===== src/pfm_pkg.sv =====
// Shared constants, types and register map of the fault protection manager.
// Assumes a single 25 MHz system clock and measurement words already digitised.

package pfm_pkg;

   // ****************************************
   // Timing
   // ****************************************
   localparam int CLK_PERIOD_NS   = 40;
   localparam int TRIP_DELAY_NS   = 6000;
   localparam int TRIP_DELAY_CYC  = TRIP_DELAY_NS / CLK_PERIOD_NS;
   localparam int RETRY_PERIOD_MS = 130;
   localparam int RETRY_CYC       = RETRY_PERIOD_MS * 1000000 / CLK_PERIOD_NS;
   localparam int RETRY_CNT_W     = 22;

   // ****************************************
   // Widths and register map
   // ****************************************
   localparam int MV_W   = 13;
   localparam int ADDR_W = 8;
   localparam int DATA_W = 16;
   localparam int PROD_W = 21;
   localparam logic [ADDR_W-1:0] REG_THR    = 8'h00;
   localparam logic [ADDR_W-1:0] REG_MODE   = 8'h04;
   localparam logic [ADDR_W-1:0] REG_VSET   = 8'h08;
   localparam logic [ADDR_W-1:0] REG_CTRL   = 8'h0c;
   localparam logic [ADDR_W-1:0] REG_STATUS = 8'h10;
   localparam logic [ADDR_W-1:0] REG_FAULT  = 8'h14;

   // Field positions
   localparam int THR_OC_LSB = 0;
   localparam int THR_OV_LSB = 4;
   localparam int THR_UV_LSB = 6;
   localparam int THR_PG_BIT = 8;
   localparam int MODE_TRK_EN_BIT = 5;
   localparam int CTRL_REARM_BIT  = 0;
   localparam int STAT_WARN_BIT   = 5;
   localparam int STAT_PG_BIT     = 6;
   localparam int STAT_OFF_BIT    = 7;

   // Reset values
   localparam logic [DATA_W-1:0] THR_RST  = 16'h002a;
   localparam logic [DATA_W-1:0] MODE_RST = 16'h0000;
   localparam logic [MV_W-1:0]   VSET_RST = 13'h01f4;

   // Guard and filtered-condition indices
   localparam int G_OC     = 0;
   localparam int G_OV     = 1;
   localparam int G_UV     = 2;
   localparam int G_OT     = 3;
   localparam int G_TRK    = 4;
   localparam int N_GUARD  = 5;
   localparam int N_FILT   = 7;
   localparam int F_WARN   = 5;
   localparam int F_PG     = 6;

   // Threshold arithmetic
   localparam int PCT_SCALE    = 100;
   localparam int OC_BASE_PCT  = 60;
   localparam int OC_STEP_PCT  = 11;
   localparam int OC_MAX_CODE  = 10;
   localparam int OV_BASE_PCT  = 110;
   localparam int OV_STEP_PCT  = 10;
   localparam int OV_MAX_CODE  = 2;
   localparam int UV_BASE_PCT  = 75;
   localparam int UV_STEP_PCT  = 5;
   localparam int UV_MAX_CODE  = 2;
   localparam int PG_LO_BASE   = 90;
   localparam int PG_LO_STEP   = 5;
   localparam int PG_HI_PCT    = 110;
   localparam int OV_FLOOR_MV  = 1000;
   localparam int OT_OFF_C     = 130;
   localparam int OT_ON_C      = 120;
   localparam int WARN_SET_C   = 120;
   localparam int WARN_HYST_C  = 3;
   localparam int TRK_LIMIT_MV = 250;

   // Guard sequencing states
   typedef enum logic [1:0] {
      GS_RUN  = 2'b00,
      GS_WAIT = 2'b01,
      GS_HOLD = 2'b10
   } pfm_guard_state_t;

   // Measurement bundle from the converter front end
   typedef struct packed {
      logic [MV_W-1:0] vout_mv;
      logic [MV_W-1:0] track_ref_mv;
      logic [8:0]      iout_pct;
      logic [7:0]      temp_c;
      logic            ramp_up;
      logic            settled;
   } pfm_meas_t;

endpackage


===== src/pfm_delay_filter.sv =====
// Qualification filter: output follows input once input has held a new level.
// Assumes a synchronous active-high reset and one clock.
`timescale 1ns/1ps

module pfm_delay_filter #(
   parameter int HOLD_CYC = pfm_pkg::TRIP_DELAY_CYC
) (
   // Clock and reset
   input  wire logic clk,
   input  wire logic rst,
   // Raw and qualified level
   input  wire logic raw,
   output logic      qual_ff
);

   logic [15:0] cnt_ff;

   // ****************************************
   // Hold counter
   // ****************************************
   // Counts cycles of disagreement and flips the output at the hold time
   always_ff @(posedge clk) begin
      if (rst) begin
         cnt_ff  <= 16'h0000;
         qual_ff <= 1'b0;
      end else if (raw == qual_ff) begin
         cnt_ff <= 16'h0000;
      end else if (cnt_ff == 16'(HOLD_CYC - 1)) begin
         cnt_ff  <= 16'h0000;
         qual_ff <= raw;
      end else begin
         cnt_ff <= cnt_ff + 16'h0001;
      end
   end

endmodule


===== src/pfm_guard_seq.sv =====
// One protection channel: turns the output off on a trip, then waits.
// Assumes a qualified trip level and a one-cycle rearm pulse from software.
`timescale 1ns/1ps

module pfm_guard_seq #(
   parameter int RETRY_CYCLES = pfm_pkg::RETRY_CYC
) (
   // Clock and reset
   input  wire logic clk,
   input  wire logic rst,
   // Control
   input  wire logic trip,
   input  wire logic latching,
   input  wire logic rearm,
   // Result
   output logic      off_ff,
   output logic      trip_pulse
);

   pfm_pkg::pfm_guard_state_t state_ff;
   logic [pfm_pkg::RETRY_CNT_W-1:0] cnt_ff;

   assign trip_pulse = (state_ff == pfm_pkg::GS_RUN) && trip;

   // ****************************************
   // Trip, retry and hold sequencing
   // ****************************************
   always_ff @(posedge clk) begin
      if (rst) begin
         state_ff <= pfm_pkg::GS_RUN;
         cnt_ff   <= '0;
         off_ff   <= 1'b0;
      end else begin
         case (state_ff)
            pfm_pkg::GS_RUN: begin
               cnt_ff <= '0;
               if (trip) begin
                  off_ff   <= 1'b1;
                  state_ff <= latching ? pfm_pkg::GS_HOLD : pfm_pkg::GS_WAIT;
               end
            end
            pfm_pkg::GS_WAIT: begin
               // Retry period; restart it while the condition persists
               if (cnt_ff == pfm_pkg::RETRY_CNT_W'(RETRY_CYCLES - 1)) begin
                  cnt_ff <= '0;
                  if (!trip) begin
                     off_ff   <= 1'b0;
                     state_ff <= pfm_pkg::GS_RUN;
                  end
               end else begin
                  cnt_ff <= cnt_ff + 1'b1;
               end
            end
            pfm_pkg::GS_HOLD: begin
               if (rearm && !trip) begin
                  off_ff   <= 1'b0;
                  state_ff <= pfm_pkg::GS_RUN;
               end
            end
            default: begin
               state_ff <= pfm_pkg::GS_RUN;
               off_ff   <= 1'b0;
            end
         endcase
      end
   end

endmodule


===== src/pfm_fault_manager.sv =====
// Fault protection and power-good supervisor of a point-of-load converter.
// Assumes digitised measurements on CLK_SYS and a plain register port from the host.
`timescale 1ns/1ps

module pfm_fault_manager #(
   parameter int RETRY_CYCLES = pfm_pkg::RETRY_CYC,
   parameter int DELAY_CYCLES = pfm_pkg::TRIP_DELAY_CYC
) (
   // Clock and reset
   input  wire logic                          CLK_SYS,
   input  wire logic                          RST,
   // Measurements
   input  wire pfm_pkg::pfm_meas_t            MEAS,
   // Register port
   input  wire logic [pfm_pkg::ADDR_W-1:0]    REG_ADDR,
   input  wire logic [pfm_pkg::DATA_W-1:0]    REG_WDATA,
   input  wire logic                          REG_WR,
   input  wire logic                          REG_RD,
   output logic      [pfm_pkg::DATA_W-1:0]    REG_RDATA,
   // Converter control and indications
   output logic                               CONV_OFF,
   output logic                               OUTPUT_IN_WINDOW_FLAG,
   output logic                               TEMP_WARN,
   output logic      [pfm_pkg::N_GUARD-1:0]   GUARD_OFF
);

   // ****************************************
   // Declarations
   // ****************************************
   logic [pfm_pkg::DATA_W-1:0]  thr_ff;
   logic [pfm_pkg::DATA_W-1:0]  mode_ff;
   logic [pfm_pkg::MV_W-1:0]    vset_ff;
   logic [pfm_pkg::N_GUARD-1:0] fault_ff;
   logic [pfm_pkg::N_GUARD-1:0] nxt_fault;
   logic [pfm_pkg::DATA_W-1:0]  rdata_ff;
   logic                        rearm_ff;
   logic                        ot_cond_ff;
   logic                        warn_cond_ff;

   // Decoded codes and percent limits
   logic [3:0]                  oc_code;
   logic [1:0]                  ov_code;
   logic [1:0]                  uv_code;
   logic [8:0]                  oc_pct;
   logic [7:0]                  ov_pct;
   logic [7:0]                  uv_pct;
   logic [7:0]                  pg_lo_pct;

   // Voltage terms scaled by 100
   logic [pfm_pkg::PROD_W-1:0]  vout_x100;
   logic [pfm_pkg::PROD_W-1:0]  ov_lvl;
   logic [pfm_pkg::PROD_W-1:0]  ov_lim;
   logic [pfm_pkg::PROD_W-1:0]  uv_lim;
   logic [pfm_pkg::PROD_W-1:0]  pg_lo_lim;
   logic [pfm_pkg::PROD_W-1:0]  pg_hi_lim;

   // Tracking error
   logic signed [pfm_pkg::MV_W:0] trk_err;
   logic [pfm_pkg::MV_W:0]      trk_mag;

   // Per-condition and per-guard vectors
   logic [pfm_pkg::N_FILT-1:0]  raw_vec;
   logic [pfm_pkg::N_FILT-1:0]  qual_vec;
   logic [pfm_pkg::N_GUARD-1:0] off_vec;
   logic [pfm_pkg::N_GUARD-1:0] pulse_vec;
   logic [pfm_pkg::N_GUARD-1:0] latch_vec;
   logic                        trk_en;

   // Write decode
   logic                        wr_hit_thr;
   logic                        wr_hit_mode;
   logic                        wr_hit_vset;
   logic                        wr_hit_ctrl;
   logic                        wr_hit_fault;

   // ****************************************
   // Threshold code decode
   // ****************************************
   // Out-of-range codes clamp to the highest legal setting
   always_comb begin
      oc_code = thr_ff[pfm_pkg::THR_OC_LSB +: 4];
      if (oc_code > 4'(pfm_pkg::OC_MAX_CODE)) begin
         oc_code = 4'(pfm_pkg::OC_MAX_CODE);
      end
      ov_code = thr_ff[pfm_pkg::THR_OV_LSB +: 2];
      if (ov_code > 2'(pfm_pkg::OV_MAX_CODE)) begin
         ov_code = 2'(pfm_pkg::OV_MAX_CODE);
      end
      uv_code = thr_ff[pfm_pkg::THR_UV_LSB +: 2];
      if (uv_code > 2'(pfm_pkg::UV_MAX_CODE)) begin
         uv_code = 2'(pfm_pkg::UV_MAX_CODE);
      end
   end

   // Percent limits from the codes
   assign oc_pct = 9'(pfm_pkg::OC_BASE_PCT) + 9'(pfm_pkg::OC_STEP_PCT) * 9'(oc_code);
   assign ov_pct = 8'(pfm_pkg::OV_BASE_PCT) + 8'(pfm_pkg::OV_STEP_PCT) * 8'(ov_code);
   assign uv_pct = 8'(pfm_pkg::UV_BASE_PCT) + 8'(pfm_pkg::UV_STEP_PCT) * 8'(uv_code);
   assign pg_lo_pct = thr_ff[pfm_pkg::THR_PG_BIT] ?
                      8'(pfm_pkg::PG_LO_BASE + pfm_pkg::PG_LO_STEP) :
                      8'(pfm_pkg::PG_LO_BASE);

   // ****************************************
   // Voltage comparisons in percent-scaled millivolts
   // ****************************************
   // Scaling both sides by 100 avoids a divider
   assign vout_x100 = pfm_pkg::PROD_W'(MEAS.vout_mv) * pfm_pkg::PROD_W'(pfm_pkg::PCT_SCALE);
   assign ov_lvl    = pfm_pkg::PROD_W'(vset_ff) * pfm_pkg::PROD_W'(ov_pct);
   assign uv_lim    = pfm_pkg::PROD_W'(vset_ff) * pfm_pkg::PROD_W'(uv_pct);
   assign pg_lo_lim = pfm_pkg::PROD_W'(vset_ff) * pfm_pkg::PROD_W'(pg_lo_pct);
   assign pg_hi_lim = pfm_pkg::PROD_W'(vset_ff) * pfm_pkg::PROD_W'(pfm_pkg::PG_HI_PCT);

   // Overvoltage level is floored at one volt
   assign ov_lim = (ov_lvl < pfm_pkg::PROD_W'(pfm_pkg::OV_FLOOR_MV * pfm_pkg::PCT_SCALE)) ?
                   pfm_pkg::PROD_W'(pfm_pkg::OV_FLOOR_MV * pfm_pkg::PCT_SCALE) :
                   ov_lvl;

   // Tracking error magnitude
   assign trk_err = $signed({1'b0, MEAS.vout_mv}) - $signed({1'b0, MEAS.track_ref_mv});
   assign trk_mag = trk_err[pfm_pkg::MV_W] ? (pfm_pkg::MV_W + 1)'(-trk_err) :
                    (pfm_pkg::MV_W + 1)'(trk_err);
   assign trk_en  = mode_ff[pfm_pkg::MODE_TRK_EN_BIT];

   // ****************************************
   // Temperature hysteresis comparators
   // ****************************************
   // Shutdown condition holds from 130 C down to 120 C
   always_ff @(posedge CLK_SYS) begin
      if (RST) begin
         ot_cond_ff <= 1'b0;
      end else if (MEAS.temp_c >= 8'(pfm_pkg::OT_OFF_C)) begin
         ot_cond_ff <= 1'b1;
      end else if (MEAS.temp_c <= 8'(pfm_pkg::OT_ON_C)) begin
         ot_cond_ff <= 1'b0;
      end
   end

   // Warning condition, independent of any mode bit
   always_ff @(posedge CLK_SYS) begin
      if (RST) begin
         warn_cond_ff <= 1'b0;
      end else if (MEAS.temp_c >= 8'(pfm_pkg::WARN_SET_C)) begin
         warn_cond_ff <= 1'b1;
      end else if (MEAS.temp_c <= 8'(pfm_pkg::WARN_SET_C - pfm_pkg::WARN_HYST_C)) begin
         warn_cond_ff <= 1'b0;
      end
   end

   // ****************************************
   // Raw conditions
   // ****************************************
   // Undervoltage only counts once the output has settled
   always_comb begin
      raw_vec = '0;
      raw_vec[pfm_pkg::G_OC]  = MEAS.iout_pct >= oc_pct;
      raw_vec[pfm_pkg::G_OV]  = vout_x100 > ov_lim;
      raw_vec[pfm_pkg::G_UV]  = MEAS.settled && (vout_x100 < uv_lim);
      raw_vec[pfm_pkg::G_OT]  = ot_cond_ff;
      raw_vec[pfm_pkg::G_TRK] = trk_en && MEAS.ramp_up &&
                                (trk_mag > (pfm_pkg::MV_W + 1)'(pfm_pkg::TRK_LIMIT_MV));
      raw_vec[pfm_pkg::F_WARN] = warn_cond_ff;
      raw_vec[pfm_pkg::F_PG]   = (vout_x100 >= pg_lo_lim) && (vout_x100 <= pg_hi_lim);
   end

   // ****************************************
   // Qualification delay and guard channels
   // ****************************************
   // Every condition must persist for the delay before it acts
   genvar gi;
   generate
      for (gi = 0; gi < pfm_pkg::N_FILT; gi++) begin : g_filt
         pfm_delay_filter #(
            .HOLD_CYC (DELAY_CYCLES)
         ) u_filt (
            .clk     (CLK_SYS),
            .rst     (RST),
            .raw     (raw_vec[gi]),
            .qual_ff (qual_vec[gi])
         );
      end
      // Only the first N_GUARD conditions drive a sequencer
      for (gi = 0; gi < pfm_pkg::N_GUARD; gi++) begin : g_guard
         assign latch_vec[gi] = mode_ff[gi];
         pfm_guard_seq #(
            .RETRY_CYCLES (RETRY_CYCLES)
         ) u_guard (
            .clk        (CLK_SYS),
            .rst        (RST),
            .trip       (qual_vec[gi]),
            .latching   (latch_vec[gi]),
            .rearm      (rearm_ff),
            .off_ff     (off_vec[gi]),
            .trip_pulse (pulse_vec[gi])
         );
      end
   endgenerate

   // ****************************************
   // Outputs
   // ****************************************
   // Any guard holding its output off commands the converter off
   assign CONV_OFF              = |off_vec;
   assign GUARD_OFF             = off_vec;
   assign OUTPUT_IN_WINDOW_FLAG = qual_vec[pfm_pkg::F_PG];
   assign TEMP_WARN             = qual_vec[pfm_pkg::F_WARN];
   assign REG_RDATA             = rdata_ff;

   // ****************************************
   // Register writes
   // ****************************************
   // One hit per writable register on a write strobe; REG_STATUS has none
   assign wr_hit_thr   = REG_WR && (REG_ADDR == pfm_pkg::REG_THR);
   assign wr_hit_mode  = REG_WR && (REG_ADDR == pfm_pkg::REG_MODE);
   assign wr_hit_vset  = REG_WR && (REG_ADDR == pfm_pkg::REG_VSET);
   assign wr_hit_ctrl  = REG_WR && (REG_ADDR == pfm_pkg::REG_CTRL);
   assign wr_hit_fault = REG_WR && (REG_ADDR == pfm_pkg::REG_FAULT);

   // Threshold codes, reset to the unprogrammed defaults
   always_ff @(posedge CLK_SYS) begin
      if (RST) begin
         thr_ff <= pfm_pkg::THR_RST;
      end else if (wr_hit_thr) begin
         thr_ff <= REG_WDATA;
      end
   end

   // Latching mode per guard and tracking enable, all clear at reset
   always_ff @(posedge CLK_SYS) begin
      if (RST) begin
         mode_ff <= pfm_pkg::MODE_RST;
      end else if (wr_hit_mode) begin
         mode_ff <= REG_WDATA;
      end
   end

   // Voltage setpoint in millivolts
   always_ff @(posedge CLK_SYS) begin
      if (RST) begin
         vset_ff <= pfm_pkg::VSET_RST;
      end else if (wr_hit_vset) begin
         vset_ff <= REG_WDATA[pfm_pkg::MV_W-1:0];
      end
   end

   // Rearm pulse for latched guards
   always_ff @(posedge CLK_SYS) begin
      if (RST) begin
         rearm_ff <= 1'b0;
      end else begin
         rearm_ff <= wr_hit_ctrl && REG_WDATA[pfm_pkg::CTRL_REARM_BIT];
      end
   end

   // ****************************************
   // Sticky fault record
   // ****************************************
   // Write one to clear; a trip in the same cycle wins over the clear
   always_comb begin
      nxt_fault = fault_ff;
      if (wr_hit_fault) begin
         nxt_fault = fault_ff & ~REG_WDATA[pfm_pkg::N_GUARD-1:0];
      end
      nxt_fault = nxt_fault | pulse_vec;
   end

   // Fault record register
   always_ff @(posedge CLK_SYS) begin
      if (RST) begin
         fault_ff <= '0;
      end else begin
         fault_ff <= nxt_fault;
      end
   end

   // ****************************************
   // Register reads
   // ****************************************
   // Data stands only in the cycle after the read strobe
   always_ff @(posedge CLK_SYS) begin
      if (RST) begin
         rdata_ff <= '0;
      end else if (REG_RD) begin
         case (REG_ADDR)
            pfm_pkg::REG_THR:    rdata_ff <= thr_ff;
            pfm_pkg::REG_MODE:   rdata_ff <= mode_ff;
            pfm_pkg::REG_VSET:   rdata_ff <= pfm_pkg::DATA_W'(vset_ff);
            pfm_pkg::REG_STATUS: begin
               rdata_ff <= pfm_pkg::DATA_W'({CONV_OFF, OUTPUT_IN_WINDOW_FLAG,
                                             TEMP_WARN, off_vec});
            end
            pfm_pkg::REG_FAULT:  rdata_ff <= pfm_pkg::DATA_W'(fault_ff);
            default:             rdata_ff <= '0;
         endcase
      end else begin
         rdata_ff <= '0;
      end
   end

endmodule


===== config.mk =====
export PLATFORM = sky130hd
export DESIGN_NAME = pfm_fault_manager
export DESIGN_NICKNAME = d
export VERILOG_FILES = /design/src/pfm_pkg.sv /design/src/pfm_delay_filter.sv /design/src/pfm_guard_seq.sv /design/src/pfm_fault_manager.sv
export SDC_FILE = /design/constraint.sdc
export NUM_CORES = 2
export LEC_CHECK = 0
export BUFFER_PORTS_ARGS = -buffer_cell sky130_fd_sc_hd__buf_2
export CORE_MARGIN = 2
export CORE_UTILIZATION = 59
export CTS_CLUSTER_DIAMETER = 50
export DETAILED_ROUTE_END_ITERATION = 6
export PLACE_DENSITY = 0.84
export SYNTH_ARGS = -nofsm -noshare
export SYNTH_HDL_FRONTEND = slang
export SYNTH_SLANG_ARGS = --single-unit

===== constraint.sdc =====
create_clock -name CLK_SYS -period 12.25 [get_ports CLK_SYS]
set_input_delay 2.45 -clock CLK_SYS [delete_from_list [all_inputs] [get_ports CLK_SYS]]
set_output_delay 2.45 -clock CLK_SYS [all_outputs]
set_load 0.05 [all_outputs]

# [After elaboration in Yosys (flattened, before gate mapping)]
# Cells that the tools add are included.
[totals] word_cells=277 in_bits=73 output_inout_bits=24 reg_bits=313
[classes] muxes=77 addsub=17 n_lt_le_gt_ge=14 bitwise=11 reduce_logical=59 multipliers=8 n_eq_ne=54
[op_table] cell="22-bit case mux with 2 select lines" count=5
[op_table] cell="16-bit by 1-bit adder with 16-bit output (second input constant)" count=7
[op_table] cell="16-bit by 8-bit equality test with 1-bit output (second input constant)" count=7
[op_table] cell="22-bit by 1-bit adder with 22-bit output (second input constant)" count=5
[op_table] cell="22-bit equality test (second input constant)" count=5
[op_table] cell="22-bit 2-to-1 mux" count=5
[op_table] cell="16-bit case mux with 5 select lines" count=1
[op_table] cell="2-bit 2-to-1 mux" count=27
[op_table] cell="13-bit by 8-bit multiplier with 21-bit output" count=2
[op_table] cell="2-bit case mux with 3 select lines" count=5
[op_table] cell="1-bit 2-to-1 mux" count=24
[op_table] cell="20-bit by 21-bit greater-than comparator with 1-bit output" count=1
[op_table] cell="20-bit by 21-bit less-than comparator with 1-bit output" count=1
[op_table] cell="21-bit by 17-bit less-than comparator with 1-bit output (second input constant)" count=1
[op_table] cell="21-bit 2-to-1 mux" count=1
[op_table] cell="3-bit OR reduction" count=7
[op_table] cell="20-bit greater-or-equal comparator" count=1
[op_table] cell="20-bit <= comparator" count=1
[op_table] cell="1-bit logical AND" count=20
[op_table] cell="13-bit by 7-bit multiplier with 20-bit output" count=1
[op_table] cell="2-bit by 1-bit inequality test with 1-bit output (second input constant)" count=10
[op_table] cell="2-bit inequality test (second input constant)" count=10
[op_table] cell="4-bit AND reduction" count=5
[op_table] cell="13-bit by 6-bit multiplier with 19-bit output (second input constant)" count=1
[op_table] cell="other kinds (37)" count=87

# [Depth between registers and ports, before layout]
[logic_depth] word_depth=11 depth_mapped=36 ltp_nobuf=32

# [Hierarchy]
# Synthesis repeated with hierarchy kept, for this count alone.
[hier_totals] cells_unflattened=3403 hier_area_um2=28413.5
[by_module_without_submodules] module="pfm_fault_manager" area_each_um2=16119.2 seq_area_each_um2=1381.3 cells_each=1934 n_inst=1
[by_module_without_submodules] module="pfm_delay_filter" area_each_um2=790.8 seq_area_each_um2=340.3 cells_each=87 n_inst=7
[by_module_without_submodules] module="pfm_guard_seq (g_guard[0].u_guard ...)" area_each_um2=1341.3 seq_area_each_um2=500.5 cells_each=171 n_inst=4
[by_module_without_submodules] module="pfm_guard_seq (g_guard[4].u_guard)" area_each_um2=1393.8 seq_area_each_um2=500.5 cells_each=176 n_inst=1

# [Worst setup path after synthesis]
# No wires, ideal clock.
[synth_timing] kind="reg2reg" startpoint="reg vset_ff[5] in the netlist's numbering" endpoint="reg g_filt[1].u_filt.cnt_ff[10]" path_stages_with_launch=33 required_ps=12122 path_slack_ps=4415 synth_period_minus_slack_ps=7835 setup_ps=128 path_buffers=2 t_arrival_ps=7707 cell_sequence="dfxtp_1 -> inv_1 -> or3_1 -> fa_1 -> fa_1 -> inv_1 -> fa_1 -> inv_1 -> fa_1 -> inv_1 -> ha_1 -> o21ai_0 -> o21ai_0 -> and2_1 -> a211o_1 -> o31a_1 -> mux2_2 -> nor3_1 -> or3_1 -> clkbuf_1 -> nand2_1 -> ha_1 -> a21o_1 -> a21o_1 -> a21oi_1 -> o221a_2 -> nor2_1 -> o22a_1 -> and3_1 -> o31a_1 -> o2111ai_1 -> clkbuf_1 -> a21oi_1"
[synth_between] elab_chain_cells=6
[synth_rtl] item="start: declaration" line_no="pfm_fault_manager.sv:32" text="logic [pfm_pkg::MV_W-1:0] vset_ff;"
[synth_rtl] item="start signal: assignment" line_no="pfm_fault_manager.sv:239" text="vset_ff <= pfm_pkg::VSET_RST;"
[synth_rtl] item="start signal: assignment" line_no="pfm_fault_manager.sv:241" text="vset_ff <= REG_WDATA[pfm_pkg::MV_W-1:0];"
[synth_rtl] item="13-bit by 8-bit multiplier with 21-bit output *" line_no="pfm_fault_manager.sv:108" text="assign ov_lvl = pfm_pkg::PROD_W'(vset_ff) * pfm_pkg::PROD_W'(ov_pct);"
[synth_rtl] item="21-bit by 17-bit less-than comparator with 1-bit output" line_no="pfm_fault_manager.sv:114" text="assign ov_lim = (ov_lvl < pfm_pkg::PROD_W'(pfm_pkg::OV_FLOOR_MV * pfm_pkg::PCT_SCALE)) ?"
[synth_rtl] item="21-bit 2-to-1 mux *" line_no="pfm_fault_manager.sv:114"
[synth_rtl] item="20-bit by 21-bit greater-than comparator with 1-bit output *" line_no="pfm_fault_manager.sv:156" text="raw_vec[pfm_pkg::G_OV] = vout_x100 > ov_lim;"
[synth_rtl] item="1-bit equality test *" line_no="pfm_delay_filter.sv:26" text="end else if (raw == qual_ff) begin"
[synth_rtl] item="3-bit OR reduction (no source line) *"
[synth_rtl] item="end signal: assignment" line_no="pfm_delay_filter.sv:32" text="cnt_ff <= cnt_ff + 16'h0001;"
[synth_rtl] item="end: declaration" line_no="pfm_delay_filter.sv:16" text="logic [15:0] cnt_ff;"
# Every way passes the cells marked *; elsewhere a longest branch is shown, timed or not.
# A chain may end at the register's enable or synchronous reset.

# [Worst setup path in the final report]
[layout_timing] startpoint="reg vset_ff[4] in the netlist's numbering" endpoint="reg g_filt[1].u_filt.cnt_ff[2]"
# The elaborated chain is that of the path after synthesis.

==> results.ini <==
[outcome]
outcome=finished with violations
failed_checks=design-rule violations

[worst_setup_path]
crit_fanout=15
crit_start=vset_ff[4]
cpMostUsedCell=inv_1
arrival_ns=9.72
cp_slowest_cell=o2111ai_1
crit_path_max_incr_delay_ns=0.92
crit_type=reg2reg
worstSetupEndpointType=flip-flop
start_kind=flip-flop
required_ns=12.63
rr_startpoint=vset_ff[4]

[synth]
syn-cell-area_mm2=0.0277
yosysTopAreaCell=dfxtp_1
synthArstFlopShare_pct=0
syn_area_per_cell_um2=8.27
ys_ff_latch=313
synth_cells=3344
ys_types=84
synthTopCellsByArea=dfxtp_1 23%, ha_1 16%, fa_1 12%
syn_nets=3940
synth_common_cells=352 x ha_1, 350 x nor2_1, 343 x inv_1, 313 x dfxtp_1, 280 x nand2_1
synth_top_area_share_pct=22.6
ys_seq_area_share_pct=22.6
synth_warnings=0
yosysMostFrequentCell=ha_1
synth-edff-count=0
synth_flop_cell=dfxtp_1

[place]
gp_congestion=0.927
dp_hpwl_um=50200
numPortBuffers=96
dpl_cell_area_mm2=0.0286

[global_route]
grt_util_all_layers_pct=27.6
overflow=0
grt_pass1_vias=22600
antenna_found_initial=6
grt_max_degree=76
grt_pass1_wl_um=110000

[sta]
fin_crit_ns=9.35
period_share_pct=76.3
clock_skew_ns=0.0353
setup_viol=0
hold_viol_final=0
slew_violations=0
clock.fmax_mhz=107
rsz0062_at_grt=no
tightestPinTransition_ns=1.12
maxSlewHeadroom_pct=25.3
fin_tns_setup_ns=0

[clock_network]
post_cts_buffers=0
clockBufferDepth=3
clock_latency_ns=0.55
cts.sinks=313
ctsHoldBuffers=0
cts_root_buffer=clkbuf_16
cts.repair.resized=0
cts_buffers=37
cts_tree=done
h-tree-depth=2
worst_setup_hold_path_clk_slew_ns=0.06

[routing]
remaining_drc_errors=2
avgRoutedWirePerCell_um=16.4
final_antenna_net_count=0
dr.pass1.iters=7
routed_wl_um=65900
via_count=23400
avgViaCountPerCell=5.84
drt-initial-drc-count=1784

[power]
cellLeakagePower_nw=13.2
ir_drop_mv=0.125
power_density_mw_per_mm2=89.8

[cells_and_area]
nets=3973
design_area_mm2=0.0297
syn_to_final_growth_pct=7.41
drive_gt1_share_pct=6.12

[floorplanning]
num_rows=79
coreArea_mm2=0.0465
die_h_um=221
die_x_um=221
dieArea_mm2=0.0486
ios=97
initial_core_util_pct=59.6

[flow_run]
max-cap-violations=0

[hold_path]
min_path_type=reg2reg
hp-start=mode_ff[15]

[stage by stage]
stage / cells / worst slack [ns] / hold slack (ns) / util [%] / total power [mW]
6_report: 4011 / 2.90 / 0.454 / 64.0 / 2.67
5_1_grt: 4010 / 2.32 / 0.467 / 64.0 / 2.80
4_1_cts: 4007 / 3.03 / 0.455 / 63.9 / 2.67
3_5_place_dp: 3945 / 3.09 / 0.446 / 61.5 / 1.62
3_3_place_gp: 3945 / 3.38 / 0.442 / 61.5 / 1.60
2_1_floorplan: 3344 / 4.41 / 0.436 / - / 1.46
[cell type report]
class                           count  area [µm²]
Multi-Input combinational cell   2569       19600
Sequential cell                   313        6270
Antenna cell                        4        10.0
Inverter                          343        1290
Tap cell                          607         759
Clock inverter                     13         156
Fill cell                        3844       16700
Clock buffer                       49         991
Timing Repair Buffer              113         611
[registers in the layout (all words and copies together) (netlist names)]
register                  flops
g_filt.u_filt.cnt_ff        112
g_guard.u_guard.cnt_ff      110
REG_RDATA                    16
mode_ff                      16
thr_ff                       16
vset_ff                      13
g_guard.u_guard.state_ff     10
g_filt.u_filt.qual_ff         7
fault_ff                      5
g_guard.u_guard.off_ff        5
ot_cond_ff                    1
rearm_ff                      1
warn_cond_ff                  1
[critical path: cells and delay by family, from the launching register on]
kind                     cells  cell delay, ns
AO/OA/AOI/OAI               12            3.11
buffers and inverters        5            0.67
multiplexers                 1            0.28
adder cells (fa/ha/maj)      6            2.73
flip-flops                   1            0.79
AND/OR/NAND/NOR              7            1.61
[path summary, 6_finish.rpt]
check                                    end  slack [ns]  cells past startpoint
setup reg to reg  g_filt[1].u_filt.cnt_ff[2]        2.90                     31
hold reg to reg                  mode_ff[15]        0.45                      2
setup / recovery  g_filt[1].u_filt.cnt_ff[2]        2.90                     31
hold / removal                   mode_ff[15]        0.45                      2
[logic make-up after synthesis]
kind of cell | Yosys count | share of synthesized area [%]
buf+inv | 462 | 6.42
flops | 313 | 22.6
simple gates | 1218 | 21.6
other cells | 2 | 0.0271
fa+ha+maj | 523 | 28.3
mux | 16 | 0.611
xor+xnor | 210 | 6.65
compound gates | 600 | 13.7
[power by group]
part	switching, mW	leakage, nW	internal [mW]
clock	0.445	0.561	0.618
combinational	0.348	10.2	0.227
sequential	0.00682	2.52	1.02
[placed cells by master, fill, tap and decap left out, types with 9 or more instances in the layout]
cell type  netlist  layout
and3_1          58      58
or4_1           10      10
nor2b_1         33      33
nand3_1        114     114
clkbuf_1       105      10
ha_1           352     352
nor4b_1          9       9
buf_4            5      18
nand4b_1        10      10
o211ai_1        16      16
a211oi_1        22      22
nor3b_1         13      13
nand3b_1        13      13
fa_1           171     171
a221oi_1         9       9
o31ai_1         10      10
a2111oi_0        9       9
a31oi_1         15      15
nor2_1         350     350
clkbuf_16        0      37
nor3_1          69      68
a21oi_1        222     222
o21ai_0        120     120
o21a_1          21      21
nand2_1        280     280
nor4_1          40      39
buf_2            1      95
and2_1          65      65
xor2_1         123     123
a22oi_1         16      16
or2_2           12      12
nand2b_1        33      33
nand4_1         47      47
dfxtp_1        313     313
or3_1           33      33
mux2i_1         12      12
a21o_1          65      65
xnor2_1         87      87
inv_1          343     343
[layer usage]
layer / wire length, µm / GRT usage [%] / up-vias
met5: 34 / 0 / -
met4: 2290 / 10.1 / 6
met3: 4890 / 4.82 / 139
met2: 30300 / 45.5 / 737
met1: 28400 / 36.4 / 11000
li1: - / - / 11500
Note: power is estimated with default switching activity, not from simulation.
